File: src/hdl/interval_timer_defs.svh
`ifndef INTERVAL_TIMER_DEFS_SVH
`define INTERVAL_TIMER_DEFS_SVH

// register byte offsets on the apb bus
`define TIMER_CONTROL_OFS 12'h000
`define INTERVAL_COMPARE_OFS 12'h004
`define ADDR_DECODE_W 12

// timer_control field layout
`define CTRL_ENABLE_BIT 7
`define CTRL_SEL_LSB 0
`define CTRL_SEL_MSB 2
`define CTRL_WRITABLE_MASK 8'h87

// reset values
`define TIMER_CONTROL_RST 8'h00
`define INTERVAL_COMPARE_RST 16'h0000
`define INTERVAL_COMPARE_STOP_RST 16'hffff
`define COUNTER_IDLE 16'hffff
`define COUNTER_ZERO 16'h0000

// prescaler taps for the main clock divisions
`define PRESCALE_W 9
`define TAP_DIV2 0
`define TAP_DIV4 1
`define TAP_DIV64 5
`define TAP_DIV512 8
`define OSC_DIV_W 3

`endif

File: src/hdl/interval_timer_pkg.sv
package interval_timer_pkg;

  // count clock sources of the select field
  typedef enum logic [2:0] {
    SEL_MAIN = 3'h0,
    SEL_DIV2 = 3'h1,
    SEL_DIV4 = 3'h2,
    SEL_DIV64 = 3'h3,
    SEL_DIV512 = 3'h4,
    SEL_WATCH = 3'h5,
    SEL_OSC8 = 3'h6,
    SEL_SUB = 3'h7
  } clk_sel_t;

  // apb access sequencing
  typedef enum logic {
    BUS_IDLE,
    BUS_ANSWER
  } bus_state_t;

endpackage : interval_timer_pkg

File: src/hdl/count_tick_if.sv
`timescale 1ns/1ns
// carries the chosen source and run level down, the count tick back up
interface count_tick_if;
  interval_timer_pkg::clk_sel_t sel;
  logic run;
  logic tick;
  modport timer(output sel, output run, input tick);
  modport source(input sel, input run, output tick);
endinterface : count_tick_if

File: src/hdl/count_clock_select.sv
`timescale 1ns/1ns
`include "interval_timer_defs.svh"
module count_clock_select (
  input wire logic pclk,
  input wire logic presetn,
  input wire logic watch_tick_signal,
  input wire logic internal_osc_clk,
  input wire logic sub_clock,
  count_tick_if.source link
);

  logic [`PRESCALE_W-1:0] pre_q, pre_d;
  logic [`OSC_DIV_W-1:0] osc_q, osc_d;
  logic osc_prev_q, osc_prev_d;
  logic sub_prev_q, sub_prev_d;
  logic watch_prev_q, watch_prev_d;
  logic tick_q, tick_d;
  logic [`PRESCALE_W-1:0] pre_inc;
  logic osc_rise, sub_rise, watch_rise, osc_wrap;

  //////////////////////////////////////////////////////////////////////////////
  // prescaler and edge detection; the prescaler and osc/8 divider are held in reset
  // while stopped so the start latency is the same each time
  always_comb begin
    pre_inc = pre_q + `PRESCALE_W'(1);
    osc_rise = internal_osc_clk & ~osc_prev_q;
    sub_rise = sub_clock & ~sub_prev_q;
    watch_rise = watch_tick_signal & ~watch_prev_q;
    osc_wrap = osc_rise && (osc_q == {`OSC_DIV_W{1'b1}});
    osc_prev_d = internal_osc_clk;
    sub_prev_d = sub_clock;
    watch_prev_d = watch_tick_signal;
    pre_d = link.run ? pre_inc : '0;
    osc_d = !link.run ? '0 : (osc_rise ? osc_q + `OSC_DIV_W'(1) : osc_q);
    // a carry into a tap bit marks one period of that division
    unique case (link.sel)
      interval_timer_pkg::SEL_MAIN: tick_d = 1'b1;
      interval_timer_pkg::SEL_DIV2: tick_d = pre_inc[`TAP_DIV2] & ~pre_q[`TAP_DIV2];
      interval_timer_pkg::SEL_DIV4: tick_d = pre_inc[`TAP_DIV4] & ~pre_q[`TAP_DIV4];
      interval_timer_pkg::SEL_DIV64: tick_d = pre_inc[`TAP_DIV64] & ~pre_q[`TAP_DIV64];
      interval_timer_pkg::SEL_DIV512: tick_d = pre_inc[`TAP_DIV512] & ~pre_q[`TAP_DIV512];
      interval_timer_pkg::SEL_WATCH: tick_d = watch_rise;
      interval_timer_pkg::SEL_OSC8: tick_d = osc_wrap;
      interval_timer_pkg::SEL_SUB: tick_d = sub_rise;
    endcase
    // stopped timer keeps its internal clock low
    if (!link.run) begin
      tick_d = 1'b0;
    end
  end

  always_ff @(posedge pclk or negedge presetn) begin
    if (!presetn) begin
      pre_q <= '0;
      osc_q <= '0;
      osc_prev_q <= 1'b0;
      sub_prev_q <= 1'b0;
      watch_prev_q <= 1'b0;
      tick_q <= 1'b0;
    end else begin
      pre_q <= pre_d;
      osc_q <= osc_d;
      osc_prev_q <= osc_prev_d;
      sub_prev_q <= sub_prev_d;
      watch_prev_q <= watch_prev_d;
      tick_q <= tick_d;
    end
  end

  assign link.tick = tick_q;

endmodule : count_clock_select

File: src/hdl/interval_timer_unit.sv
// How it works
// - one 16-bit up-counter runs on the chosen count tick and software can never see it.
// - the counter only clears and restarts on a compare match; there is no free-run mode.
// - select field 0..7 picks main, main/2, /4, /64, /512, watch tick, osc/8, subclock.
// - enable low stops the tick, holds it low and forces the counter to its idle value.
// - the 8-bit control register reads and writes by byte or bit and resets to 00h.
// - while running, only the enable bit of the control register may change.
// - compare is written only as a whole 16-bit word; reset gives 0000h, ffffh if stopped.
// - compare is not changed while running; rewriting the held value is always fine.
// - the counter follows the chosen source and raises a request each interval.
// - on start the counter goes from ffffh to 0000h on a tick and then counts up.
// - when counter equals compare, the next tick clears it and raises the match request.
// - with compare zero the counter sits at zero and every tick raises the request.
//
// The APB register port and the placing of the registers were decided locally.
`timescale 1ns/1ns
`include "interval_timer_defs.svh"
module interval_timer_unit #(
  parameter int CNT_W = 16
) (
  input wire logic pclk,
  input wire logic presetn,
  input wire logic psel,
  input wire logic penable,
  input wire logic pwrite,
  input wire logic [31:0] paddr,
  input wire logic [31:0] pwdata,
  input wire logic [3:0] pstrb,
  output logic [31:0] prdata,
  output logic pready,
  output logic pslverr,
  input wire logic unit_reset,
  input wire logic watch_tick_signal,
  input wire logic internal_osc_clk,
  input wire logic sub_clock,
  output logic match_interrupt
);

  count_tick_if link ();

  //////////////////////////////////////////////////////////////////////////////
  // state
  interval_timer_pkg::bus_state_t bus_q, bus_d;
  logic [7:0] control_q, control_d;
  logic [CNT_W-1:0] compare_q, compare_d;
  logic [CNT_W-1:0] counter_q, counter_d;
  logic [31:0] prdata_q, prdata_d;
  logic pslverr_q, pslverr_d;
  logic irq_q, irq_d;

  logic running;
  logic commit;
  logic hit_ctrl, hit_cmp;
  logic [7:0] wr_ctrl;
  logic [CNT_W-1:0] wr_cmp;

  assign running = control_q[`CTRL_ENABLE_BIT];

  //////////////////////////////////////////////////////////////////////////////
  // count clock source
  assign link.sel = interval_timer_pkg::clk_sel_t'(control_q[`CTRL_SEL_MSB:`CTRL_SEL_LSB]);
  assign link.run = running;

  count_clock_select u_src (
    .pclk(pclk),
    .presetn(presetn),
    .watch_tick_signal(watch_tick_signal),
    .internal_osc_clk(internal_osc_clk),
    .sub_clock(sub_clock),
    .link(link)
  );

  //////////////////////////////////////////////////////////////////////////////
  // apb slave: one wait state, so pready answers on the second access cycle
  always_comb begin
    hit_ctrl = paddr[`ADDR_DECODE_W-1:0] == `TIMER_CONTROL_OFS;
    hit_cmp = paddr[`ADDR_DECODE_W-1:0] == `INTERVAL_COMPARE_OFS;
    commit = (bus_q == interval_timer_pkg::BUS_ANSWER);
    bus_d = bus_q;
    prdata_d = prdata_q;
    pslverr_d = 1'b0;
    unique case (bus_q)
      interval_timer_pkg::BUS_IDLE: begin
        if (psel && penable) begin
          bus_d = interval_timer_pkg::BUS_ANSWER;
          // writes leave the last read data standing
          if (!pwrite) begin
            prdata_d = '0;
            // the counter itself has no address
            if (hit_ctrl) begin
              prdata_d[7:0] = control_q;
            end else if (hit_cmp) begin
              prdata_d[CNT_W-1:0] = compare_q;
            end
          end
          // unmapped addresses answer with an error
          pslverr_d = !(hit_ctrl || hit_cmp);
        end
      end
      interval_timer_pkg::BUS_ANSWER: begin
        bus_d = interval_timer_pkg::BUS_IDLE;
        pslverr_d = 1'b0;
      end
    endcase
  end

  always_ff @(posedge pclk or negedge presetn) begin
    if (!presetn) begin
      bus_q <= interval_timer_pkg::BUS_IDLE;
      prdata_q <= '0;
      pslverr_q <= 1'b0;
    end else begin
      bus_q <= bus_d;
      prdata_q <= prdata_d;
      pslverr_q <= pslverr_d;
    end
  end

  assign pready = commit;
  assign prdata = prdata_q;
  assign pslverr = pslverr_q;

  //////////////////////////////////////////////////////////////////////////////
  // register writes, taken at the edge where pready is seen high
  always_comb begin
    control_d = control_q;
    compare_d = compare_q;
    // bits 3..6 are not stored, so they always read zero
    wr_ctrl = pwdata[7:0] & `CTRL_WRITABLE_MASK;
    wr_cmp = pwdata[CNT_W-1:0];
    if (commit && pwrite && hit_ctrl && pstrb[0]) begin
      // byte lane 0 carries the whole control byte
      if (running) begin
        // only the enable may change; other bits keep their value
        control_d[`CTRL_ENABLE_BIT] = wr_ctrl[`CTRL_ENABLE_BIT];
      end else begin
        control_d = wr_ctrl;
      end
    end
    if (commit && pwrite && hit_cmp && (pstrb[1:0] == 2'h3)) begin
      // single-byte writes are dropped; only a write with both low byte lanes lands
      if (!running || (wr_cmp == compare_q)) begin
        compare_d = wr_cmp;
      end
    end
    // unit reset: stopped timer loads ffffh, a running one 0000h
    if (unit_reset) begin
      control_d = `TIMER_CONTROL_RST;
      compare_d = running ? `INTERVAL_COMPARE_RST : `INTERVAL_COMPARE_STOP_RST;
    end
  end

  always_ff @(posedge pclk or negedge presetn) begin
    if (!presetn) begin
      control_q <= `TIMER_CONTROL_RST;
      compare_q <= `INTERVAL_COMPARE_RST;
    end else begin
      control_q <= control_d;
      compare_q <= compare_d;
    end
  end

  //////////////////////////////////////////////////////////////////////////////
  // counter and match; clear-and-start is the only behaviour
  // the stop clear is synchronous to pclk: one cycle late against the
  // documented asynchronous clear, which no tick can observe anyway
  always_comb begin
    counter_d = counter_q;
    irq_d = 1'b0;
    if (!running) begin
      counter_d = `COUNTER_IDLE;
    end else if (link.tick) begin
      if (counter_q == compare_q) begin
        // match clears on this tick and raises one pulse
        counter_d = `COUNTER_ZERO;
        irq_d = 1'b1;
      end else begin
        // idle ffffh wraps to 0000h on the first tick
        counter_d = counter_q + CNT_W'(1);
      end
    end
  end

  always_ff @(posedge pclk or negedge presetn) begin
    if (!presetn) begin
      counter_q <= `COUNTER_IDLE;
      irq_q <= 1'b0;
    end else begin
      counter_q <= counter_d;
      irq_q <= irq_d;
    end
  end

  assign match_interrupt = irq_q;

endmodule : interval_timer_unit

File: config.mk
export PLATFORM = sky130hd
export DESIGN_NAME = interval_timer_unit
export DESIGN_NICKNAME = d
export VERILOG_FILES = /design/src/hdl/interval_timer_pkg.sv /design/src/hdl/count_tick_if.sv /design/src/hdl/count_clock_select.sv /design/src/hdl/interval_timer_unit.sv
export VERILOG_INCLUDE_DIRS = /design/src /design/src/hdl
export SDC_FILE = /design/constraint.sdc
export NUM_CORES = 1
export LEC_CHECK = 0
export ABC_AREA = 1
export ABC_CLOCK_PERIOD_IN_PS = 1400
export BUFFER_PORTS_ARGS = -buffer_cell sky130_fd_sc_hd__buf_2
export CAP_MARGIN = 30
export CORE_MARGIN = 3
export CORE_UTILIZATION = 46
export CTS_BUF_LIST = sky130_fd_sc_hd__clkbuf_2 sky130_fd_sc_hd__clkbuf_4 sky130_fd_sc_hd__clkbuf_8
export CTS_CLUSTER_SIZE = 40
export DETAILED_ROUTE_END_ITERATION = 10
export PLACE_DENSITY = 0.74
export SYNTH_ARGS = -nofsm -noshare
export SYNTH_HDL_FRONTEND = slang
export SYNTH_SLANG_ARGS = --single-unit
File: constraint.sdc
create_clock -name pclk -period 1.4 [get_ports pclk]
set_input_delay 0.28 -clock pclk [delete_from_list [all_inputs] [get_ports pclk]]
set_output_delay 0.28 -clock pclk [all_outputs]
set_load 0.02 [all_outputs]
### Yosys cells after proc, flatten, opt, wreduce, memory -nomap -nowiden

Index checks and enable logic that the tools add are counted.

* input bits: 77
* output and inout port bits: 35
* flip-flop bits (word level): 75
* logic and storage cells: 92

* bitwise operators: 16
* add/sub/neg operators: 3
* reductions and logical operators: 19
* equality and inequality tests: 15
* mux-type cells: 25

Operator list (count)
* $mux W16: 8
* $eq A16 B16 Y1: 2
* $mux W8: 4
* $add A16 B1 Y16 const B: 1
* $eq A3 B3 Y1 const B: 5
* $eq A12 B3 Y1 const B: 1
* $logic_not A12 Y1: 1
* $add A9 B1 Y9 const B: 1
* $mux W9: 1
* $not A1 Y1: 9
* $pmux W1 S8: 1
* $and A1 B1 Y1: 7
* $logic_and A1 B1 Y1: 7
* $mux W7: 1
* $eq A3 B2 Y1 const B: 2
* $mux W1: 6
* $mux W3: 2
* $reduce_bool A2 Y1: 3
* $ne A2 B1 Y1 const B: 2
* $pmux W1 S2: 2
* $reduce_and A2 Y1: 2
* $add A3 B1 Y3 const B: 1
* $eq A3 B1 Y1 const B: 1
* $logic_not A3 Y1: 1
* other kinds (5): 7

### Longest topological paths before layout

Gate-level depths: netlist of the first run.

* depth after elaboration: 5
* gate-level depth with buffers: 12
* gate-level depth less buffers: 11

### By module

A second synthesis of the first run with hierarchy kept.

* cells, all modules: 571
* area total of the unflattened synthesis: 4271.6 µm²

Modules (own cells, without submodules)
* interval_timer_unit: cells an instance 473, area each 3462.1 µm², instances 1, seq. area each 1396.3 µm²
* count_clock_select: cells an instance 98, area each 809.5 µm², instances 1, seq. area each 400.4 µm²

### Worst setup path after synthesis of the first run

OpenSTA, ideal clock, no wires.

* kind: register to register
* from: reg u_src.pre_q[0]
* to: reg u_src.tick_q (netlist: u_src.link.tick)
* data arrival time: 1.450 ns
* required time: 1.323 ns
* setup time: 0.077 ns
* path slack: -0.128 ns
* buffers on the path: 0
* clock period less this slack: 1.528 ns
* cell stages (with the launch flop): 10
* cell sequence: dfrtp_1 > ha_1 > nand2_1 > nor2_1 > inv_1 > nor3_1 > and2_1 > ha_1 > a31oi_1 > a21oi_1

* longest elaborated chain between the ends: 4
* elaborated cells between the ends (all ways): 8
* those cells by class: add/sub (1); mux (2); bitwise (5)

RTL lines
* from (decl): RTL line count_clock_select.sv:12 `` logic [`PRESCALE_W-1:0] pre_q, pre_d; ``
* from (signal assigned): RTL line count_clock_select.sv:61 `pre_q <= pre_d;`
* $add A9 B1 Y9 / $not A1 Y1 (equally long branches): RTL line count_clock_select.sv:25, count_clock_select.sv:38
* $and A1 B1 Y1, on equally long branches
* $pmux W1 S8 (*): RTL line count_clock_select.sv:36 `unique case (link.sel)`
* $mux W1 (*): RTL line count_clock_select.sv:47 `if (!link.run) begin`
* named net u_src.tick_d: RTL line count_clock_select.sv:17 `logic tick_q, tick_d;`
* to (signal assigned): RTL line count_clock_select.sv:66 `tick_q <= tick_d;`
* to (decl): RTL line count_clock_select.sv:17

The timed path passes the listed nets; every way through them passes the cells marked *.
A chain may end at the register's enable or synchronous reset.

### Final worst setup path of the first run

* from: reg counter_q[0]
* to: reg counter_q[15]

* longest elaborated chain between the ends: 4
* elaborated cells between the ends (all ways): 5
* those cells by class: add/sub (1); eq/ne (1); mux (3)

RTL lines
* from (decl): RTL line interval_timer_unit.sv:46 `logic [CNT_W-1:0] counter_q, counter_d;`
* from (signal assigned): RTL line interval_timer_unit.sv:186 `` counter_q <= `COUNTER_IDLE; ``
* from (signal assigned): RTL line interval_timer_unit.sv:189 `counter_q <= counter_d;`
* $add A16 B1 Y16 / $eq A16 B16 Y1 (equally long branches): RTL line interval_timer_unit.sv:179, interval_timer_unit.sv:173
* $mux W16 (*): RTL line interval_timer_unit.sv:173 `if (counter_q == compare_q) begin`
* $mux W16 (*): RTL line interval_timer_unit.sv:172 `end else if (link.tick) begin`
* $mux W16 (*): RTL line interval_timer_unit.sv:170 `if (!running) begin`

Mark *: on every way between the ends. The rest lies on a longest branch, timed or not. The select of a mux whose other input is x is not followed.

==> flow_results.xml, run 1 <==
<?xml version="1.0" encoding="UTF-8"?>
<metrics>
  <group name="placement">
    <metric name="half_perimeter_wire_length_of_the_detailed_placement_result" unit="um">7030</metric>
    <metric name="port_buffers" unit="">57</metric>
    <metric name="gp_routability_congestion" unit="">0.875</metric>
  </group>
  <group name="grt">
    <metric name="grt.met3_usage" unit="%">4.57</metric>
    <metric name="global_route.usage.total" unit="%">20.6</metric>
    <metric name="global_route_track_usage_on_met1" unit="%">24.9</metric>
    <metric name="gr_busiest_metal" unit="">met2</metric>
    <metric name="initial_antenna_violation_count" unit="">0</metric>
    <metric name="pin_count_of_the_biggest_net_entering_global_routing" unit="">72</metric>
    <metric name="met2_usage" unit="%">36.9</metric>
    <metric name="wire_length_of_the_first_global_routing_pass" unit="um">16800</metric>
    <metric name="grt.overflow.total" unit="">0</metric>
    <metric name="vias_in_the_first_global_route" unit="">3748</metric>
  </group>
  <group name="critical_path">
    <metric name="path_delay_family" unit="">simple AND/OR/NAND/NOR gates</metric>
    <metric name="timing.critical_path.cells" unit="">inv_2 -&gt; nand2_1 -&gt; nand2_1 -&gt; a21oi_2 -&gt; nand3_2 -&gt; nor2_4 -&gt; nand2_4 -&gt; nand3_1 -&gt; nand2_1</metric>
    <metric name="worstReg2RegEnd" unit="">counter_q[15]</metric>
    <metric name="arr_time_crit_path" unit="ps">1830</metric>
    <metric name="critical-path-max-stage-delay" unit="ps">570</metric>
    <metric name="ff2ff_path_depth" unit="">9</metric>
    <metric name="critical_path_buf_inv_count" unit="">1</metric>
    <metric name="worst_path_max_delay_cell" unit="">sky130_fd_sc_hd__dfstp_2</metric>
    <metric name="required_time_of_the_critical_path" unit="ps">1680</metric>
    <metric name="setup.worst_path.start_class" unit="">flop</metric>
    <metric name="timing.critical_path.mode_cell" unit="">sky130_fd_sc_hd__nand2_1</metric>
    <metric name="rr_startpoint" unit="">counter_q[0]</metric>
    <metric name="r2r_setup_slack" unit="ps">-150</metric>
    <metric name="worst-path-max-fanout" unit="">8</metric>
    <metric name="setup.worst_path.end_class" unit="">flop</metric>
    <metric name="criticalPathCategory" unit="">reg -&gt; reg</metric>
  </group>
  <group name="status">
    <metric name="violations" unit="">negative setup slack</metric>
    <metric name="status" unit="">complete, but fails checks</metric>
  </group>
  <group name="floorplanning">
    <metric name="io-pin-count" unit="">112</metric>
    <metric name="fp.coreArea" unit="um2">8460</metric>
    <metric name="start_util" unit="%">48.8</metric>
    <metric name="die-height" unit="um">101</metric>
    <metric name="die_w" unit="um">101</metric>
    <metric name="row_count" unit="">33</metric>
    <metric name="die-area" unit="um2">10200</metric>
  </group>
  <group name="synth">
    <metric name="synth_xor_area_share" unit="%">4.67</metric>
    <metric name="ys_ff_latch" unit="">71</metric>
    <metric name="ys_warn_count" unit="">0</metric>
    <metric name="synth-simple-area-share" unit="%">27.7</metric>
    <metric name="synthDistinctLibCells" unit="">36</metric>
    <metric name="synth_top_family_by_area" unit="">simple AND/OR/NAND/NOR gates</metric>
    <metric name="synthesized_area_fraction_occupied_by_adder_cells" unit="%">2.12</metric>
    <metric name="postSynthAreaPerCell" unit="um2">7.54</metric>
    <metric name="syn_area" unit="um2">4130</metric>
    <metric name="synth_cells" unit="">548</metric>
    <metric name="post_synth_mux_area_share" unit="%">0</metric>
    <metric name="synth_seq_area_share" unit="%">43.5</metric>
    <metric name="synth_compound_area_share" unit="%">11.3</metric>
  </group>
  <group name="sta">
    <metric name="fmax" unit="GHz">0.646</metric>
    <metric name="finalClockSkew" unit="ps">11.3</metric>
    <metric name="ratio_of_final_minimum_period_to_clock_period" unit="%">111</metric>
    <metric name="timing.final.setup_violations" unit="">35</metric>
    <metric name="rsz0062_at_grt" unit="">true</metric>
    <metric name="number_of_max_slew_violations_in_the_final_report" unit="">0</metric>
    <metric name="layout_min_cycle_time" unit="ps">1550</metric>
    <metric name="fin_tns_setup" unit="ps">-3870</metric>
    <metric name="finalHoldViolations" unit="">0</metric>
    <metric name="postLayoutSetupSlackWorst" unit="ps">-149</metric>
  </group>
  <group name="detailed_routing">
    <metric name="total_drc_errors_in_the_routed_layout" unit="">0</metric>
    <metric name="final_ant_viol_nets" unit="">0</metric>
    <metric name="drtIter0Drc" unit="">220</metric>
    <metric name="vias" unit="">3960</metric>
    <metric name="mean_routed_wirelength_per_cell" unit="um">13.6</metric>
    <metric name="vias_per_inst" unit="">5.10</metric>
    <metric name="wirelength" unit="um">10600</metric>
    <metric name="detailedRoute.firstPassIterationCount" unit="">4</metric>
  </group>
  <group name="clocking">
    <metric name="clock_sink_count" unit="">71</metric>
    <metric name="cts_tree" unit="">yes</metric>
    <metric name="cts.reportedPaths.clkPinSlew" unit="ps">80</metric>
    <metric name="clock-root-buffer" unit="">sky130_fd_sc_hd__clkbuf_8</metric>
    <metric name="htree_num_levels" unit="">3</metric>
    <metric name="clk-insertion-delay-late" unit="ps">350</metric>
    <metric name="tritoncts.num_buffers" unit="">9</metric>
    <metric name="cts_max_path_buffers" unit="">2</metric>
  </group>
  <group name="min_path">
    <metric name="holdPathStages" unit="">1</metric>
    <metric name="hold_critical_path_endpoint" unit="">u_src.osc_prev_q</metric>
    <metric name="min-delay-start" unit="">internal_osc_clk</metric>
    <metric name="timing.hold.worst.class" unit="">in -&gt; reg</metric>
  </group>
  <group name="final_layout">
    <metric name="fillcell_total" unit="">698</metric>
    <metric name="insertedDiodeCount" unit="">0</metric>
    <metric name="nets" unit="">750</metric>
    <metric name="finished_core_util" unit="%">63.8</metric>
    <metric name="area_growth_syn_to_fin" unit="%">30.7</metric>
    <metric name="multi_input_area" unit="um2">2170</metric>
    <metric name="regArea" unit="um2">1800</metric>
    <metric name="final_layout_size_suffix_gt1_share" unit="%">31.4</metric>
  </group>
  <group name="pwr">
    <metric name="vdd.ir_drop.worst" unit="V">0.000534</metric>
    <metric name="p_sw" unit="mW">1.71</metric>
    <metric name="power_switching_share" unit="%">29.8</metric>
    <metric name="p_int" unit="mW">4.02</metric>
    <metric name="seq_power_share" unit="%">40.9</metric>
    <metric name="clock_power_share" unit="%">36.0</metric>
    <metric name="share_comb_of_total_power" unit="%">23.1</metric>
    <metric name="power.static_leakage" unit="nW">2.85</metric>
    <metric name="power.density" unit="nW/um2">1060</metric>
  </group>
  <group name="job">
    <metric name="maxCapViolations" unit="">0</metric>
  </group>
</metrics>
## registers in the layout, indices dropped and copies added, names as in the netlist, 3 cells and up
| register | count |
|---|---|
| control_q | 4 |
| u_src.pre_q | 9 |
| counter_q | 16 |
| compare_q | 16 |
| u_src.osc_q | 3 |
| prdata | 16 |
## metrics by stage
step	instances	area [um2]	hold slack, ps	power, mW	setup slack [ps]
5_1_grt	776	5400	33.5	5.99	-258
3_5_place_dp	740	4820	335	3.53	-249
3_3_place_gp	740	4820	337	3.50	-196
2_1_floorplan	563	4230	-15.6	3.13	-59.5
6_report	776	5400	45.2	5.72	-149
4_1_cts	771	5290	36.7	5.68	-120
## area by class of cell
cell class	instances	area share (%)
multi-input combinational	399	40.1
sequential	71	33.3
timing repair buffer	120	15.0
inverter	65	4.52
clock buffer	11	2.69
tap	105	2.43
clock inverter	5	1.92
## Yosys cell counts
library cell / n / area, um2
sky130_fd_sc_hd__inv_1: 63 / 236
sky130_fd_sc_hd__nand3b_4: 1 / 20.0
sky130_fd_sc_hd__xnor2_1: 12 / 105
sky130_fd_sc_hd__buf_4: 17 / 128
sky130_fd_sc_hd__o21ai_1: 1 / 5.00
sky130_fd_sc_hd__inv_2: 2 / 7.51
sky130_fd_sc_hd__nand4_1: 5 / 31.3
sky130_fd_sc_hd__a21oi_1: 25 / 125
sky130_fd_sc_hd__nand2_4: 1 / 11.3
sky130_fd_sc_hd__and3_1: 1 / 6.26
sky130_fd_sc_hd__nand2_2: 1 / 6.26
sky130_fd_sc_hd__or2_2: 1 / 6.26
sky130_fd_sc_hd__xor2_1: 10 / 87.6
sky130_fd_sc_hd__clkbuf_1: 8 / 30.0
sky130_fd_sc_hd__a32oi_1: 1 / 8.76
sky130_fd_sc_hd__buf_1: 1 / 3.75
sky130_fd_sc_hd__dfrtp_1: 55 / 1380
sky130_fd_sc_hd__o21ai_4: 1 / 16.3
sky130_fd_sc_hd__a31o_2: 1 / 8.76
sky130_fd_sc_hd__nor3_1: 8 / 40.0
sky130_fd_sc_hd__buf_6: 1 / 11.3
sky130_fd_sc_hd__and2_1: 1 / 6.26
sky130_fd_sc_hd__a41oi_1: 1 / 8.76
sky130_fd_sc_hd__dfstp_2: 16 / 420
sky130_fd_sc_hd__o31ai_1: 12 / 90.1
sky130_fd_sc_hd__nand3b_1: 3 / 22.5
sky130_fd_sc_hd__nor2_4: 2 / 22.5
sky130_fd_sc_hd__o21ai_0: 30 / 150
sky130_fd_sc_hd__nand2_1: 163 / 612
sky130_fd_sc_hd__ha_1: 7 / 87.6
sky130_fd_sc_hd__nand3_1: 34 / 170
sky130_fd_sc_hd__conb_1: 1 / 3.75
sky130_fd_sc_hd__buf_2: 4 / 20.0
sky130_fd_sc_hd__a31oi_1: 3 / 18.8
sky130_fd_sc_hd__o22a_1: 4 / 35.0
sky130_fd_sc_hd__nor2_1: 51 / 191
## worst max-delay path by stage
stage / cells past startpoint / end / startpoint / slack (ps)
2_1_floorplan: 9 / u_src.link.tick / u_src.pre_q[0] / -60
3_3_place_gp: 9 / counter_q[7] / counter_q[0] / -200
3_5_place_dp: 9 / counter_q[7] / counter_q[0] / -250
4_1_cts: 9 / counter_q[15] / counter_q[0] / -120
5_1_grt: 9 / counter_q[15] / counter_q[4] / -260
6_report: 9 / counter_q[15] / counter_q[0] / -150
## worst register-to-register path, delay by kind of cell, from the launching register on
kind	cells	cell delay, ps
and+or+nand+nor	7	710
DFF	1	570
AOI/OAI and AO/OA	1	130
buffers and inverters	1	70
## cell usage in the layout (no fill, tap or decap), types with 6 or more instances in the layout
cell type / synthesis / routed
sky130_fd_sc_hd__o31ai_1: 12 / 9
sky130_fd_sc_hd__clkbuf_8: 0 / 10
sky130_fd_sc_hd__ha_1: 7 / 6
sky130_fd_sc_hd__dfrtp_1: 55 / 53
sky130_fd_sc_hd__inv_1: 63 / 58
sky130_fd_sc_hd__nand2_1: 163 / 153
sky130_fd_sc_hd__nor2_2: 0 / 7
sky130_fd_sc_hd__dfstp_2: 16 / 16
sky130_fd_sc_hd__nand2_2: 1 / 9
sky130_fd_sc_hd__nor2_1: 51 / 41
sky130_fd_sc_hd__xnor2_1: 12 / 12
sky130_fd_sc_hd__buf_4: 17 / 56
sky130_fd_sc_hd__conb_1: 1 / 16
sky130_fd_sc_hd__nor3_1: 8 / 6
sky130_fd_sc_hd__xor2_1: 10 / 10
sky130_fd_sc_hd__o21ai_0: 30 / 28
sky130_fd_sc_hd__nand3_2: 0 / 13
sky130_fd_sc_hd__buf_2: 4 / 57
sky130_fd_sc_hd__a21oi_1: 25 / 24
sky130_fd_sc_hd__inv_2: 2 / 7
sky130_fd_sc_hd__nand3_1: 34 / 21
## repair_timing
item	CTS	global route
endpoints found under the setup margin	35	41
endpoints found under the hold margin	55	0
pin swaps	6	14
setup buffers	10	5
resized for setup	24	25
hold buffers	1	0
cloned	4	0
## routing by layer
metal	vias to the layer above	part of all wire (%)
li1	1960	-
met1	1865	41
met2	115	52
met3	20	5.2
met4	0	1.4
met5	-	0
## cell families (layout without fill, tap and decap cells)
group | Yosys count | in the layout
AO/OA/AOI/OAI | 79 | 79
XOR/XNOR | 22 | 22
adder cells (fa/ha/maj) | 7 | 7
buffers and inverters | 96 | 201
flip-flops | 71 | 71
other | 1 | 16
AND/OR/NAND/NOR | 272 | 275
## power groups by stage
stage | registers [mW] | logic [mW] | clock network [mW]
floorplan | 2.39 | 0.742 | 0
global placement | 2.38 | 1.12 | 0
detailed placement | 2.38 | 1.15 | 0
CTS | 2.33 | 1.26 | 2.08
global route | 2.36 | 1.47 | 2.16
finish | 2.34 | 1.32 | 2.06
(Power assumes the default switching activity.)
==> run 2, diff against run 1 <==
Settings changed: PLACE_DENSITY 0.74 to unset, PLACE_DENSITY_LB_ADDON set to 0.25.
==> flow_results.xml, run 2 (same netlist as run 1, synthesis figures left out) <==
<?xml version="1.0" encoding="UTF-8"?>
<metrics>
  <group name="placement">
    <metric name="half_perimeter_wire_length_of_the_detailed_placement_result" unit="um">6740</metric>
    <metric name="dpl.cell_count" unit="">747</metric>
    <metric name="gp_routability_congestion" unit="">0.824</metric>
    <metric name="port_buffers" unit="">57</metric>
  </group>
  <group name="critical_path">
    <metric name="timing.critical_path.cells" unit="">inv_4 -&gt; nand2_2 -&gt; nand2_2 -&gt; a21oi_2 -&gt; nand3_2 -&gt; nor2_4 -&gt; nand2_4 -&gt; nand2_2 -&gt; nand2_2</metric>
    <metric name="setup.worst_path.end_class" unit="">flop</metric>
    <metric name="rr_startpoint" unit="">counter_q[0]</metric>
    <metric name="required_time_of_the_critical_path" unit="ps">1690</metric>
    <metric name="critical-path-max-stage-delay" unit="ps">590</metric>
    <metric name="criticalPathCategory" unit="">reg -&gt; reg</metric>
    <metric name="arr_time_crit_path" unit="ps">1900</metric>
    <metric name="setup.worst_path.start_class" unit="">flop</metric>
    <metric name="startpoint_of_the_worst_setup_timing_path" unit="">counter_q[0]</metric>
    <metric name="timing.critical_path.mode_cell" unit="">sky130_fd_sc_hd__nand2_2</metric>
    <metric name="worst_path_max_delay_cell" unit="">sky130_fd_sc_hd__dfstp_2</metric>
    <metric name="worst-path-max-fanout" unit="">8</metric>
  </group>
  <group name="sta">
    <metric name="timing.final.setup_violations" unit="">35</metric>
    <metric name="fin_tns_setup" unit="ps">-4650</metric>
    <metric name="finalHoldViolations" unit="">0</metric>
    <metric name="layout_min_cycle_time" unit="ps">1610</metric>
    <metric name="finalClockSkew" unit="ps">4.78</metric>
    <metric name="postLayoutSetupSlackWorst" unit="ps">-210</metric>
    <metric name="ratio_of_final_minimum_period_to_clock_period" unit="%">115</metric>
    <metric name="rsz0062_at_grt" unit="">true</metric>
    <metric name="fmax" unit="GHz">0.621</metric>
    <metric name="number_of_max_slew_violations_in_the_final_report" unit="">0</metric>
  </group>
  <group name="detailed_routing">
    <metric name="route.layer.met1.wl" unit="um">4520</metric>
    <metric name="total_drc_errors_in_the_routed_layout" unit="">0</metric>
    <metric name="met2_wirelength" unit="um">5130</metric>
    <metric name="top_signal_layer_used" unit="">met4</metric>
    <metric name="detailedRoute.firstPassIterationCount" unit="">5</metric>
    <metric name="dr_wl_met3" unit="um">653</metric>
    <metric name="final_ant_viol_nets" unit="">0</metric>
    <metric name="vias" unit="">3923</metric>
    <metric name="mean_routed_wirelength_per_cell" unit="um">13.3</metric>
    <metric name="wirelength" unit="um">10400</metric>
    <metric name="drtIter0Drc" unit="">221</metric>
    <metric name="vias_per_inst" unit="">5.02</metric>
  </group>
  <group name="grt">
    <metric name="wire_length_of_the_first_global_routing_pass" unit="um">16600</metric>
    <metric name="vias_in_the_first_global_route" unit="">3661</metric>
    <metric name="initial_antenna_violation_count" unit="">0</metric>
    <metric name="pin_count_of_the_biggest_net_entering_global_routing" unit="">72</metric>
    <metric name="global_route.usage.total" unit="%">20.5</metric>
    <metric name="grt.overflow.total" unit="">0</metric>
  </group>
  <group name="final_layout">
    <metric name="area_growth_syn_to_fin" unit="%">34.4</metric>
    <metric name="leading_cell_type_in_the_layout_fill_and_taps_excluded" unit="">sky130_fd_sc_hd__nand2_1</metric>
    <metric name="insertedDiodeCount" unit="">0</metric>
    <metric name="nets" unit="">756</metric>
    <metric name="stdcell_count" unit="">782</metric>
    <metric name="most-common-layout-cells" unit="">148 x sky130_fd_sc_hd__nand2_1, 59 x sky130_fd_sc_hd__inv_1, 59 x sky130_fd_sc_hd__buf_4, 57 x sky130_fd_sc_hd__buf_2, 53 x sky130_fd_sc_hd__dfrtp_1</metric>
    <metric name="final_layout_size_suffix_gt1_share" unit="%">33.1</metric>
  </group>
  <group name="clocking">
    <metric name="clk-insertion-delay-late" unit="ps">350</metric>
    <metric name="cts_max_path_buffers" unit="">2</metric>
    <metric name="htree_num_levels" unit="">3</metric>
    <metric name="clock-root-buffer" unit="">sky130_fd_sc_hd__clkbuf_8</metric>
    <metric name="clock_sink_count" unit="">71</metric>
    <metric name="cts.reportedPaths.clkPinSlew" unit="ps">80</metric>
    <metric name="tritoncts.num_buffers" unit="">9</metric>
    <metric name="cts_tree" unit="">yes</metric>
  </group>
  <group name="floorplanning">
    <metric name="row_count" unit="">33</metric>
    <metric name="io-pin-count" unit="">112</metric>
    <metric name="die-area" unit="um2">10200</metric>
    <metric name="die_w" unit="um">101</metric>
    <metric name="die-height" unit="um">101</metric>
    <metric name="start_util" unit="%">48.8</metric>
    <metric name="fp.coreArea" unit="um2">8460</metric>
  </group>
  <group name="min_path">
    <metric name="timing.hold.worst.class" unit="">in -&gt; reg</metric>
    <metric name="min-delay-start" unit="">watch_tick_signal</metric>
  </group>
  <group name="pwr">
    <metric name="power.static_leakage" unit="nW">2.90</metric>
    <metric name="power.density" unit="nW/um2">1050</metric>
    <metric name="vdd.ir_drop.worst" unit="V">0.000671</metric>
  </group>
  <group name="status">
    <metric name="violations" unit="">negative setup slack</metric>
    <metric name="status" unit="">complete, but fails checks</metric>
  </group>
  <group name="job">
    <metric name="maxCapViolations" unit="">0</metric>
  </group>
</metrics>
[run 2: changes by cell type in the layout (fill, tap and decap cells not counted), moves of 3 or more]
cell,change
sky130_fd_sc_hd__nor2_4,+4
sky130_fd_sc_hd__buf_4,+3
sky130_fd_sc_hd__o31ai_2,-3
sky130_fd_sc_hd__nand2_2,+4
sky130_fd_sc_hd__nand2_1,-5
sky130_fd_sc_hd__nor2_2,-3
sky130_fd_sc_hd__o31ai_1,+3
[run 2: where the power goes]
| group | total (mW) | leakage [nW] | switching, mW | internal, mW |
|---|---|---|---|---|
| sequential | 2.34 | 0.882 | 0.132 | 2.21 |
| combinational | 1.41 | 1.90 | 0.791 | 0.615 |
| clock | 2.09 | 0.124 | 0.842 | 1.24 |
[run 2: per-stage QoR]
step           hold slack, ps  util [%]  area [um2]  total power [mW]  worst slack (ps)
6_report                 46.8      65.6        5550              5.83              -210
5_1_grt                  31.7      65.6        5550              6.14              -300
4_1_cts                  33.3      62.6        5300              5.74              -139
3_5_place_dp              336      57.6        4880              3.57              -167
3_3_place_gp              338      57.6        4880              3.54              -129
2_1_floorplan           -15.6         -        4230              3.13             -59.5
[run 2: what timing repair did]
action,CTS,global route
buffers inserted,7,8
hold buffers,1,0
pin swaps,8,23
gates cloned,1,2
gates resized for setup,25,39
endpoints found under the setup margin,35,44
hold endpoints to repair,55,0
[run 2: cell type report]
| cell class | count | area (um2) |
|---|---|---|
| Clock buffer | 10 | 138 |
| Clock inverter | 6 | 115 |
| Tap cell | 105 | 131 |
| Sequential cell | 71 | 1800 |
| Fill cell | 680 | 2910 |
| Timing Repair Buffer | 127 | 900 |
| Multi-Input combinational cell | 398 | 2220 |
| Inverter | 65 | 246 |
[run 2: routing by layer]
metal,vias to the layer above,global-route usage [%]
met5,-,0
met4,0,4.97
met3,10,5.19
met2,120,33.5
met1,1830,27.1
li1,1963,-
[run 2: final timing paths]
kind | endpoint | cells after the start | slack (ps)
worst max-delay path | counter_q[4] | 9 | -210
worst min-delay path | u_src.watch_prev_q | 1 | 50
worst max register to register | counter_q[4] | 9 | -210
worst min register to register | pready | 1 | 450
max in group asynchronous | counter_q[9] | 3 | 580
min in group asynchronous | pslverr | 3 | 480
[run 2: worst max-delay path, delay by kind of cell (launching register included)]
family	cells	cell delay, ps
compound gates	1	110
buf+inv	1	60
flops	1	590
simple gates	7	780
